===== src/include/mpie_consts.vh =====
`ifndef MPIE_CONSTS_VH
`define MPIE_CONSTS_VH

// register byte offsets, one aligned 32-bit word each
`define MPIE_ADDR_CTRL     5'h00
`define MPIE_ADDR_STAT     5'h04
`define MPIE_ADDR_MGMT     5'h08
`define MPIE_ADDR_TXDAT    5'h0C
`define MPIE_ADDR_RXDAT    5'h10
`define MPIE_ADDR_MDIO     5'h14

// general control field positions
`define MPIE_CTRL_CODEC    0
`define MPIE_CTRL_LOOP     1
`define MPIE_CTRL_VMODE    2
`define MPIE_CTRL_CABLE    3
`define MPIE_CTRL_PORT0    4
`define MPIE_CTRL_PORT1    5
`define MPIE_CTRL_PDN      6
`define MPIE_CTRL_LNKDIS   7
`define MPIE_CTRL_RST      8'h00

// general status field positions
`define MPIE_STAT_COL      0
`define MPIE_STAT_CRS      1
`define MPIE_STAT_RXV      2
`define MPIE_STAT_TXF      3
`define MPIE_STAT_RXOVF    4
`define MPIE_STAT_MDIN     5
`define MPIE_STAT_RXDV     10
`define MPIE_STAT_RXER     11
`define MPIE_STAT_RXD3     12
`define MPIE_STAT_RXD1     13
`define MPIE_STAT_RXD2     15

// management clock divider: half period is field+1 system clocks
`define MPIE_MGMT_RST      4'h4

// transmit / receive data word layout
`define MPIE_DAT_ERR       4
`define MPIE_DAT_VALID     8

// management data line bit-level control
`define MPIE_MDIO_OUT      0
`define MPIE_MDIO_OE       1
`define MPIE_MDIO_RST      2'h0

// index of the last bit of a nibble on the serial codec path
`define MPIE_SER_LAST      2'h3

`endif


===== src/logic/mpie_sync.v =====
`timescale 1ns/1ps
`default_nettype none

module mpie_sync #(
  parameter W = 1
) (
  input  wire         ref_clk_i,
  input  wire         rst_n_i,
  input  wire         ce_i,
  input  wire [W-1:0] d_i,
  output reg  [W-1:0] q_o
);

  reg [W-1:0] s1;
  reg [W-1:0] s2;
  reg [W-1:0] s3;
  integer     k;

  // s1 only feeds s2; a change counts once s2 and s3 agree
  always @(posedge ref_clk_i or negedge rst_n_i) begin
    if (!rst_n_i) begin
      s1  <= {W{1'b0}};
      s2  <= {W{1'b0}};
      s3  <= {W{1'b0}};
      q_o <= {W{1'b0}};
    end else if (ce_i) begin
      s1 <= d_i;
      s2 <= s1;
      s3 <= s2;
      for (k = 0; k < W; k = k + 1) begin
        if (s2[k] == s3[k]) begin
          q_o[k] <= s3[k];
        end
      end
    end
  end

endmodule // mpie_sync

`default_nettype wire


===== src/logic/mpie_top.v =====
`timescale 1ns/1ps
`default_nettype none
`include "mpie_consts.vh"

// Function
// - management clock divided per divider field
// - management data line driven by either side
// - transmit pins launched on transmit clock edge
// - normal mode sends four-bit nibbles
// - transmit enable only with valid data
// - transmit error flags erroneous outgoing data
// - receive data sampled on receive clock
// - codec mode transmits on bit zero only
// - codec mode receives on bit zero only
// - codec mode clock pin shows loopback xor vendor
// - codec mode data pin shows cable type
// - codec mode txd3/txd2 show port type bits
// - codec mode txd1 inverted power-down, open collector
// - codec mode error pin shows link test disable
// - rxd3, rxd2, rxd1 read at 12, 15, 13
// - receive error bit 11, valid bit 10
// - outputs from control, inputs in status
module mpie_top (
  input  wire        ref_clk_i,
  input  wire        resetn_i,
  input  wire        ce_i,
  input  wire [4:0]  avs_address_i,
  input  wire        avs_read_i,
  input  wire        avs_write_i,
  input  wire [31:0] avs_writedata_i,
  input  wire [3:0]  avs_byteenable_i,
  output reg  [31:0] avs_readdata_o,
  output wire        avs_waitrequest_o,
  output reg         mdc_o,
  input  wire        mdio_i,
  output reg         mdio_o,
  output reg         mdio_oe_o,
  input  wire        tx_clk_i,
  output reg  [3:0]  txd_o,
  output reg         txd1_oe_o,
  output reg         tx_er_o,
  output reg         tx_en_o,
  input  wire        col_i,
  input  wire        crs_i,
  input  wire        rx_clk_i,
  input  wire [3:0]  rxd_i,
  input  wire        rx_er_i,
  input  wire        rx_dv_i
);

  ////////////////////////////////////////////////////////////////////////////
  // reset release and pin synchronisers

  reg        rst_m;
  reg        rst_n;
  wire [9:0] pins_s;
  wire       tx_clk_s;
  wire       rx_clk_s;
  wire [3:0] rxd_s;
  wire       rx_er_s;
  wire       rx_dv_s;
  wire       col_s;
  wire       crs_s;
  wire       mdio_s;
  reg        tx_clk_d;
  reg        rx_clk_d;
  wire       tx_rise;
  wire       rx_rise;

  always @(posedge ref_clk_i or negedge resetn_i) begin
    if (!resetn_i) begin
      rst_m <= 1'b0;
      rst_n <= 1'b0;
    end else begin
      rst_m <= 1'b1;
      rst_n <= rst_m;
    end
  end

  mpie_sync #(
    .W(10)
  ) u_sync (
    .ref_clk_i(ref_clk_i),
    .rst_n_i  (rst_n),
    .ce_i     (ce_i),
    .d_i      ({mdio_i, crs_i, col_i, rx_dv_i, rx_er_i, rxd_i, rx_clk_i}),
    .q_o      (pins_s)
  );

  assign rx_clk_s = pins_s[0];
  assign rxd_s    = pins_s[4:1];
  assign rx_er_s  = pins_s[5];
  assign rx_dv_s  = pins_s[6];
  assign col_s    = pins_s[7];
  assign crs_s    = pins_s[8];
  assign mdio_s   = pins_s[9];

  // transmit clock gets its own copy so its edge is never skewed against receive
  mpie_sync #(
    .W(1)
  ) u_sync_tx (
    .ref_clk_i(ref_clk_i),
    .rst_n_i  (rst_n),
    .ce_i     (ce_i),
    .d_i      (tx_clk_i),
    .q_o      (tx_clk_s)
  );

  always @(posedge ref_clk_i or negedge rst_n) begin
    if (!rst_n) begin
      tx_clk_d <= 1'b0;
      rx_clk_d <= 1'b0;
    end else if (ce_i) begin
      tx_clk_d <= tx_clk_s;
      rx_clk_d <= rx_clk_s;
    end
  end

  assign tx_rise = tx_clk_s & ~tx_clk_d;
  assign rx_rise = rx_clk_s & ~rx_clk_d;

  ////////////////////////////////////////////////////////////////////////////
  // register file and avalon slave

  reg  [7:0]  ctrl;
  reg  [3:0]  mgmt_div;
  reg  [1:0]  mdio_ctl;
  reg         ack;
  reg  [4:0]  tx_hold;
  reg         tx_full;
  reg  [3:0]  rx_nib;
  reg         rx_err;
  reg         rx_valid;
  reg         rx_ovf;
  wire        codec;
  wire        req;
  wire        wr_tx;
  wire        take;
  wire        rd_rx;
  wire        rx_set;
  reg  [31:0] next_rdata;

  assign codec = ctrl[`MPIE_CTRL_CODEC];
  assign req   = avs_read_i | avs_write_i;
  // a transmit write stalls while the holding register is still full
  assign wr_tx = avs_write_i & (avs_address_i == `MPIE_ADDR_TXDAT) & avs_byteenable_i[0];
  assign take  = req & ~ack & ~(wr_tx & tx_full);
  assign rd_rx = take & avs_read_i & (avs_address_i == `MPIE_ADDR_RXDAT);
  assign avs_waitrequest_o = req & ~ack;

  always @* begin
    next_rdata = 32'h0000_0000;
    case (avs_address_i)
      `MPIE_ADDR_CTRL: begin
        next_rdata[7:0] = ctrl;
      end
      `MPIE_ADDR_STAT: begin
        next_rdata[`MPIE_STAT_COL]   = col_s;
        next_rdata[`MPIE_STAT_CRS]   = crs_s;
        next_rdata[`MPIE_STAT_RXV]   = rx_valid;
        next_rdata[`MPIE_STAT_TXF]   = tx_full;
        next_rdata[`MPIE_STAT_RXOVF] = rx_ovf;
        next_rdata[`MPIE_STAT_MDIN]  = mdio_s;
        if (codec) begin
          next_rdata[`MPIE_STAT_RXD3] = rxd_s[3];
          next_rdata[`MPIE_STAT_RXD2] = rxd_s[2];
          next_rdata[`MPIE_STAT_RXD1] = rxd_s[1];
          next_rdata[`MPIE_STAT_RXER] = rx_er_s;
          next_rdata[`MPIE_STAT_RXDV] = rx_dv_s;
        end
      end
      `MPIE_ADDR_MGMT: begin
        next_rdata[3:0] = mgmt_div;
      end
      `MPIE_ADDR_TXDAT: begin
        next_rdata[4:0] = tx_hold;
        next_rdata[`MPIE_DAT_VALID] = tx_full;
      end
      `MPIE_ADDR_RXDAT: begin
        next_rdata[3:0] = rx_nib;
        next_rdata[`MPIE_DAT_ERR] = rx_err;
        next_rdata[`MPIE_DAT_VALID] = rx_valid;
      end
      `MPIE_ADDR_MDIO: begin
        next_rdata[1:0] = mdio_ctl;
        next_rdata[`MPIE_STAT_MDIN] = mdio_s;
      end
      default: begin
        next_rdata = 32'h0000_0000;
      end
    endcase
  end

  always @(posedge ref_clk_i or negedge rst_n) begin
    if (!rst_n) begin
      ack            <= 1'b0;
      avs_readdata_o <= 32'h0000_0000;
      ctrl           <= `MPIE_CTRL_RST;
      mgmt_div       <= `MPIE_MGMT_RST;
      mdio_ctl       <= `MPIE_MDIO_RST;
    end else if (ce_i) begin
      ack <= take;
      if (take & avs_read_i) begin
        avs_readdata_o <= next_rdata;
      end
      if (take & avs_write_i & avs_byteenable_i[0]) begin
        case (avs_address_i)
          `MPIE_ADDR_CTRL: begin
            ctrl <= avs_writedata_i[7:0];
          end
          `MPIE_ADDR_MGMT: begin
            mgmt_div <= avs_writedata_i[3:0];
          end
          `MPIE_ADDR_MDIO: begin
            mdio_ctl <= avs_writedata_i[1:0];
          end
          default: begin
            mdio_ctl <= mdio_ctl;
          end
        endcase
      end
    end
  end

  ////////////////////////////////////////////////////////////////////////////
  // management clock divider

  reg [3:0] mdc_cnt;
  reg       mdc_q;

  always @(posedge ref_clk_i or negedge rst_n) begin
    if (!rst_n) begin
      mdc_cnt <= 4'h0;
      mdc_q   <= 1'b0;
    end else if (ce_i) begin
      if (mdc_cnt >= mgmt_div) begin
        mdc_cnt <= 4'h0;
        mdc_q   <= ~mdc_q;
      end else begin
        mdc_cnt <= mdc_cnt + 4'h1;
      end
    end
  end

  ////////////////////////////////////////////////////////////////////////////
  // transmit path

  reg [3:0] tx_d;
  reg       tx_e;
  reg       tx_r;
  reg [2:0] tx_sh;
  reg [1:0] tx_cnt;

  // software must refill the holding register within one nibble time,
  // otherwise enable drops and the frame ends there
  always @(posedge ref_clk_i or negedge rst_n) begin
    if (!rst_n) begin
      tx_hold <= 5'h00;
      tx_full <= 1'b0;
      tx_d    <= 4'h0;
      tx_e    <= 1'b0;
      tx_r    <= 1'b0;
      tx_sh   <= 3'h0;
      tx_cnt  <= 2'h0;
    end else if (ce_i) begin
      if (take & wr_tx) begin
        tx_hold <= avs_writedata_i[4:0];
        tx_full <= 1'b1;
      end
      if (tx_rise) begin
        if (codec && tx_cnt != 2'h0) begin
          tx_d[0] <= tx_sh[0];
          tx_sh   <= {1'b0, tx_sh[2:1]};
          tx_cnt  <= tx_cnt - 2'h1;
          tx_e    <= 1'b1;
        end else if (tx_full) begin
          tx_full <= 1'b0;
          tx_e    <= 1'b1;
          tx_r    <= tx_hold[`MPIE_DAT_ERR];
          if (codec) begin
            tx_d    <= {3'h0, tx_hold[0]};
            tx_sh   <= tx_hold[3:1];
            tx_cnt  <= `MPIE_SER_LAST;
          end else begin
            tx_d <= tx_hold[3:0];
          end
        end else begin
          tx_e <= 1'b0;
          tx_r <= 1'b0;
          tx_d <= 4'h0;
        end
      end
    end
  end

  ////////////////////////////////////////////////////////////////////////////
  // receive path

  reg [2:0] rx_sh;
  reg [1:0] rx_cnt;
  reg       rx_get;
  reg [3:0] rx_word;
  reg       rx_werr;

  // nibble mode is framed by data valid, codec mode by carrier sense
  always @(posedge ref_clk_i or negedge rst_n) begin
    if (!rst_n) begin
      rx_sh   <= 3'h0;
      rx_cnt  <= 2'h0;
      rx_get  <= 1'b0;
      rx_word <= 4'h0;
      rx_werr <= 1'b0;
    end else if (ce_i) begin
      rx_get <= 1'b0;
      if (rx_rise) begin
        if (codec) begin
          if (!crs_s) begin
            rx_cnt <= 2'h0;
          end else if (rx_cnt == `MPIE_SER_LAST) begin
            rx_word <= {rxd_s[0], rx_sh};
            rx_werr <= 1'b0;
            rx_get  <= 1'b1;
            rx_cnt  <= 2'h0;
          end else begin
            rx_sh  <= {rxd_s[0], rx_sh[2:1]};
            rx_cnt <= rx_cnt + 2'h1;
          end
        end else if (rx_dv_s) begin
          rx_word <= rxd_s;
          rx_werr <= rx_er_s;
          rx_get  <= 1'b1;
        end
      end
    end
  end

  assign rx_set = rx_get;

  // a nibble landing in the cycle of a clearing read wins over the clear
  always @(posedge ref_clk_i or negedge rst_n) begin
    if (!rst_n) begin
      rx_nib   <= 4'h0;
      rx_err   <= 1'b0;
      rx_valid <= 1'b0;
      rx_ovf   <= 1'b0;
    end else if (ce_i) begin
      if (rx_set) begin
        rx_nib   <= rx_word;
        rx_err   <= rx_werr;
        rx_valid <= 1'b1;
        if (rx_valid & ~rd_rx) begin
          rx_ovf <= 1'b1;
        end
      end else if (rd_rx) begin
        rx_valid <= 1'b0;
        rx_ovf   <= 1'b0;
      end
    end
  end

  ////////////////////////////////////////////////////////////////////////////
  // pin multiplexing, all pins registered

  always @(posedge ref_clk_i or negedge rst_n) begin
    if (!rst_n) begin
      mdc_o     <= 1'b0;
      mdio_o    <= 1'b0;
      mdio_oe_o <= 1'b0;
      txd_o     <= 4'h0;
      txd1_oe_o <= 1'b1;
      tx_er_o   <= 1'b0;
      tx_en_o   <= 1'b0;
    end else if (ce_i) begin
      tx_en_o <= tx_e;
      if (codec) begin
        mdc_o     <= ctrl[`MPIE_CTRL_LOOP] ^ ctrl[`MPIE_CTRL_VMODE];
        mdio_o    <= ctrl[`MPIE_CTRL_CABLE];
        mdio_oe_o <= 1'b1;
        txd_o[3]  <= ctrl[`MPIE_CTRL_PORT0];
        txd_o[2]  <= ctrl[`MPIE_CTRL_PORT1];
        // open collector: pull low only when powered down, else release
        txd_o[1]  <= 1'b0;
        txd1_oe_o <= ctrl[`MPIE_CTRL_PDN];
        txd_o[0]  <= tx_d[0];
        tx_er_o   <= ctrl[`MPIE_CTRL_LNKDIS];
      end else begin
        mdc_o     <= mdc_q;
        mdio_o    <= mdio_ctl[`MPIE_MDIO_OUT];
        mdio_oe_o <= mdio_ctl[`MPIE_MDIO_OE];
        txd_o     <= tx_d;
        txd1_oe_o <= 1'b1;
        tx_er_o   <= tx_r;
      end
    end
  end

endmodule // mpie_top

`default_nettype wire


===== config.mk =====
export PLATFORM = sky130hd
export DESIGN_NAME = mpie_top
export DESIGN_NICKNAME = d
export VERILOG_FILES = /design/src/logic/mpie_sync.v /design/src/logic/mpie_top.v
export VERILOG_INCLUDE_DIRS = /design/src /design/src/include
export SDC_FILE = /design/constraint.sdc
export NUM_CORES = 1
export LEC_CHECK = 0
export BUFFER_PORTS_ARGS = -buffer_cell sky130_fd_sc_hd__buf_2
export CAP_MARGIN = 20
export CELL_PAD_IN_SITES_DETAIL_PLACEMENT = 0
export CELL_PAD_IN_SITES_GLOBAL_PLACEMENT = 1
export CORE_MARGIN = 3
export CORE_UTILIZATION = 32
export DETAILED_ROUTE_END_ITERATION = 7
export GPL_TIMING_DRIVEN = 0
export PLACE_DENSITY = 0.6
export SKIP_LAST_GASP = 1
export SLEW_MARGIN = 10
export SYNTH_ARGS = -nofsm -noshare
export SYNTH_HDL_FRONTEND = slang
export SYNTH_SLANG_ARGS = --single-unit

===== constraint.sdc =====
create_clock -name ref_clk_i -period 11 [get_ports ref_clk_i]
set_input_delay 0.55 -clock ref_clk_i [delete_from_list [all_inputs] [get_ports ref_clk_i]]
set_output_delay 0.55 -clock ref_clk_i [all_outputs]
set_load 0.01 [all_outputs]

# Yosys cells after proc, flatten, opt, wreduce, memory -nomap -nowiden
# Cells that the tools add are included.
# word_totals
reg_bits,127
input_bits,57
output_inout_bits,43
wordCells,185
# op_classes
n_addsub,3
order_cmp,1
n_eq_ne,20
mux,52
bitwise_logic,23
reduce_logical,34
# ops
op,n
4-bit 2-to-1 mux,10
2-bit AND reduction,17
1-bit 2-to-1 mux,28
3-bit AND reduction,6
1-bit AND,13
2-bit 2-to-1 mux,6
2-bit one-hot mux with 6 select lines,1
1-bit == test,11
"5-bit by 4-bit == test with 1-bit output, second input constant",2
"5-bit == test, second input constant",2
2-bit one-hot mux with 5 select lines,1
5-bit AND reduction,2
2-bit nonzero test,5
3-bit 2-to-1 mux,3
1-bit inverter,8
"2-bit by 1-bit inequality test with 1-bit output, second input constant",3
"5-bit by 3-bit == test with 1-bit output, second input constant",1
5-bit logical NOT,1
"4-bit by 1-bit adder with 4-bit output, second input constant",1
4-bit >= comparator,1
1-bit one-hot mux with 2 select lines,2
1-bit one-hot mux with 4 select lines,1
4-bit AND reduction,1
"2-bit by 1-bit adder with 2-bit output, second input constant",1
other kinds (6),6

# Longest topological paths before layout
# logic_depth
word_depth,12
depth_mapped,7
mapped_depth_nobuf,6

# Hierarchy
# Synthesis repeated with hierarchy kept, for this count alone.
# unflattened
hier_cells,484
area_unflattened_um2,5783.0
# modules_own_cells
module,instances,cells_per_inst,area_per_inst_um2,seq_area_each_um2
mpie_top,1,362,4008.8,2079.5
mpie_sync (u_sync),1,112,1617.8,1001.0
mpie_sync (u_sync_tx),1,10,156.4,100.1

# Least setup slack after synthesis
# OpenSTA, ideal clock, no wires.
# synth_path
path_type,input -> register
from,input avs_address_i[2]
to,register tx_hold[0]
setup_time_ps,128
arrival_time_ps,1796
required_time_ps,10872
setup_slack_ps,9076
cell_stages,6
path_buffers,2
cell_sequence,buf_2 nor2b_1 and2_1 and3b_1 buf_2 mux2_1
# synth_via
elab_chain_len,8
# synth_rtl
element,line,rtl
start: declaration,mpie_top.v:27,"input wire [4:0] avs_address_i,"
5-bit by 4-bit == test with 1-bit output (*),n/a,
1-bit AND (*) (2 in series),mpie_top.v:146,assign wr_tx = avs_write_i & (avs_address_i == `MPIE_ADDR_TXDAT) & avs_byteenable_i[0];
1-bit AND,mpie_top.v:147,assign take = req & ~ack & ~(wr_tx & tx_full);
1-bit inverter,mpie_top.v:147,
1-bit AND,mpie_top.v:147,
1-bit AND (*),mpie_top.v:266,if (take & wr_tx) begin
2-bit AND reduction (no line) (*),n/a,
end signal: assignment,mpie_top.v:267,tx_hold <= avs_writedata_i[4:0];
end: declaration,mpie_top.v:129,reg [4:0] tx_hold;
# Mark *: on every way between the ends. The rest lies on a longest branch, timed or not.
# A chain may end at the register's enable or synchronous reset.

# Worst setup path after layout
# layout_path
from,register mdc_cnt[0]
to,register mdc_cnt[3]
# layout_via
elab_chain_len,2
word_cells_on_any_way,3
classes_between,add/sub: 1; order compare: 1; mux: 1
# layout_rtl
element,line,rtl
start: declaration,mpie_top.v:228,reg [3:0] mdc_cnt;
start signal: assignment,mpie_top.v:240,mdc_cnt <= mdc_cnt + 4'h1;
4-bit by 1-bit adder with 4-bit output / 4-bit >= comparator (equally long branches),"mpie_top.v:240, mpie_top.v:236",
4-bit 2-to-1 mux (*),mpie_top.v:236,if (mdc_cnt >= mgmt_div) begin
# Marks and branches as above.

==> out/results.tsv <==
stage	metric	value	unit
setup_path	endpoint_kind	flop	
global_routing	grt_usage	0.150	
cells_and_area	diodes	0	
setup_path	rrSetupSlack	8.84	ns
drt	wl	14100	um
cells_and_area	fill_cells	1727	
pwr	leakage	3.22	nW
drt	avgViaCountPerCell	4.80	
drt	ant_nets	0	
cells_and_area	final_cell_count_no_fill	829	
synth	ys_top_cells_by_count	125 x dfrtp_1, 58 x o21ai_0, 51 x mux2_2	
setup_path	cp.arrival	2.46	ns
sta	setup_tns	0	ns
place	hpwl	10200	um
setup_path	critPathKind	flop to flop	
cells_and_area	register_area	3180	sq um
sta	setup_viol	0	
global_routing	antenna_found_initial	0	
cells_and_area	drive_gt1_frac	0.296	
synth	post-synth-top-area-cell	dfrtp_1	
floorplan	die-area	19400	sq um
synth	yosys_warnings	0	
setup_path	cp_max_fo	5	
outcome	status	complete, no violations	
floorplan	core-area	17300	sq um
clocking	cts_resized	0	
sta	slew_viol_final	0	
sta	hold_viol	0	
floorplan	floorplan.rows	48	
global_routing	grtUsageMet2	0.241	
synth	synth_most_common_cell	dfrtp_1	
global_routing	overflow	0	
drt	drt-initial-drc-count	255	
place	post-place-cells	796	
global_routing	top_usage_layer	met2	
synth	synthTopCellsByArea	dfrtp_1 55%, mux2_2 10%, o21ai_0 5.1%, nand2_1 3.2%, buf_4 2.5%	
clocking	cts_root_buffer	clkbuf_16	
sta	slew_headroom	0.481	
pwr	powerDensity	204	nW/um^2
cells_and_area	area_delta_synth_final	22.8	%
synth	synth_flop_cell	dfrtp_1	
flow_run	max-cap-violations	0	
synth	yosysSeqAreaShare	0.561	
sta	grt_setup_unrepaired	false	
synth	syn_area_per_cell	11.3	sq um
synth	postSynthCellCount	500	
synth	synthesis.area	5670	sq um
setup_path	required	11.30	ns
clocking	clkLatencyLatePin	0.41	ns
floorplan	die_h	139	um
clocking	cts_tree	built	
cells_and_area	multiInputGateArea	2210	sq um
clocking	htreeDepth	4	
clocking	cts_buffers	17	
min_path	hold_path.class	flop to async pin	
place	portBuffers	52	
setup_path	cp-start-kind	flop	
synth	ys_types	57	
global_routing	grt_pass1_wl	22700	um
synth	synth_top_area_frac	0.552	
global_routing	grt_pass1_vias	4051	
sta	skew	0.00737	ns
clocking	clk_pin_slew	0.06	ns
place	gp_congestion	0.805	
global_routing	use_met3	0.0338	
drt	dr.pass1.iters	4	
drt	wl_per_cell	17.0	um
synth	async_flop_share	1.00	
sta	fin_crit_sh	0.197	
floorplan	ioPinCount	100	
global_routing	use_met1	0.199	
sta	tightest_slew	0.778	ns
global_routing	grt_max_degree	60	
drt	drc_errors	0	
clocking	ctsLongestPathBuffers	2	
synth	ys_ff_latch	127	
sta	max_freq	462	MHz
floorplan	die_w	139	um
cells_and_area	nNetsFinal	655	
pwr	ir_drop	0.117	mV
clocking	cts.sinks	127	
sta	min_period	2.16	ns
drt	vias	3983	
floorplan	start_util	0.328	
synth	synth-edff-count	0	
## metal layers
metal  vias up  share of wire
met4         0          0.016
met5         -              0
met1      1962           0.47
met2       100           0.48
li1       1903              -
met3        18          0.043
## timing repair
action | 4_1_cts | 5_1_grt
setup buffers | 0 | 0
endpoints found under the hold margin | 2 | 0
hold buffers | 1 | 0
## per-stage QoR
step | util | cell area, sq um | total power, W | worst slack [ns] | hold WS (ns)
floorplan | - | 5740 | 0.000752 | 7.20 | 0.254
global placement | 0.363 | 6280 | 0.000822 | 5.72 | 0.335
detailed placement | 0.366 | 6330 | 0.000835 | 8.74 | 0.280
CTS | 0.403 | 6970 | 0.00144 | 8.85 | 0.286
global route | 0.403 | 6970 | 0.00149 | 8.74 | 0.304
finish | 0.403 | 6970 | 0.00142 | 8.84 | 0.257
## path summary, 6_finish.rpt
| kind | from | endpoint | depth (start not counted) |
|---|---|---|---|
| min in group ref_clk_i | rst_m | rst_n | 0 |
| worst max register to register | mdc_cnt[0] | mdc_cnt[3] | 6 |
| worst max-delay path | mdc_cnt[0] | mdc_cnt[3] | 6 |
| worst min-delay path | rst_n | tx_cnt[1] | 0 |
| max in group asynchronous | rst_n | txd1_oe_o | 2 |
| worst min register to register | rst_n | tx_cnt[1] | 0 |
## flip-flops by register name, indices dropped and copies added, names as in the netlist, 4 cells and up
name            cells
tx_hold             5
mdc_cnt             4
u_sync.s1          10
rx_word             4
u_sync.s2          10
avs_readdata_o     14
rx_nib              4
txd_o               4
ctrl                8
u_sync.q_o         10
u_sync.s3          10
tx_d                4
mgmt_div            4
## cell usage in the layout (no fill, tap or decap), types with 4 or more instances in the layout
master,instances
a21oi_1,24
a22o_1,4
and3_1,6
buf_1,4
buf_2,60
buf_4,19
bufinv_16,4
clkbuf_1,8
clkbuf_16,17
clkinv_2,4
clkinvlp_4,4
conb_1,19
dfrtp_1,124
ha_1,7
inv_1,23
mux2_1,5
mux2_2,51
mux2i_1,13
nand2_1,48
nand3_1,6
nand3b_1,4
nor2_1,21
nor2b_1,6
o21ai_0,58
## kinds of logic (layout without fill, tap and decap cells)
| family | after synthesis | after routing | synth area share |
|---|---|---|---|
| DFF | 127 | 127 | 0.561 |
| other | 2 | 19 | 0.00132 |
| buffers and inverters | 65 | 152 | 0.0600 |
| AOI/OAI and AO/OA | 114 | 114 | 0.121 |
| muxes | 70 | 70 | 0.138 |
| and+or+nand+nor | 112 | 112 | 0.0988 |
| adders and majority gates | 7 | 7 | 0.0154 |
| xor gates and xnor gates | 3 | 3 | 0.00463 |
## cell type report
cell class                      count  share of cell area
Sequential cell                   127               0.457
Multi-Input combinational cell    325               0.318
Clock buffer                       18              0.0631
Timing Repair Buffer               55              0.0456
Tap cell                          225              0.0404
Buffer                             41              0.0359
Clock inverter                     14              0.0269
Inverter                           24              0.0129
## critical path, cell delays in order, from the launching register on
cell,delay [ns]
dfrtp_1,0.40
inv_1,0.10
ha_1,0.22
nand2b_1,0.15
a2111oi_2,0.61
o21ai_0,0.25
o311ai_1,0.33
## power breakdown
| group | internal (W) | switching [W] |
|---|---|---|
| Combinational | 0.0000972 | 0.000103 |
| Clock | 0.000384 | 0.000210 |
| Sequential | 0.000552 | 0.0000723 |
| Total | 0.00103 | 0.000385 |
Power figures use the tool's default switching activity.
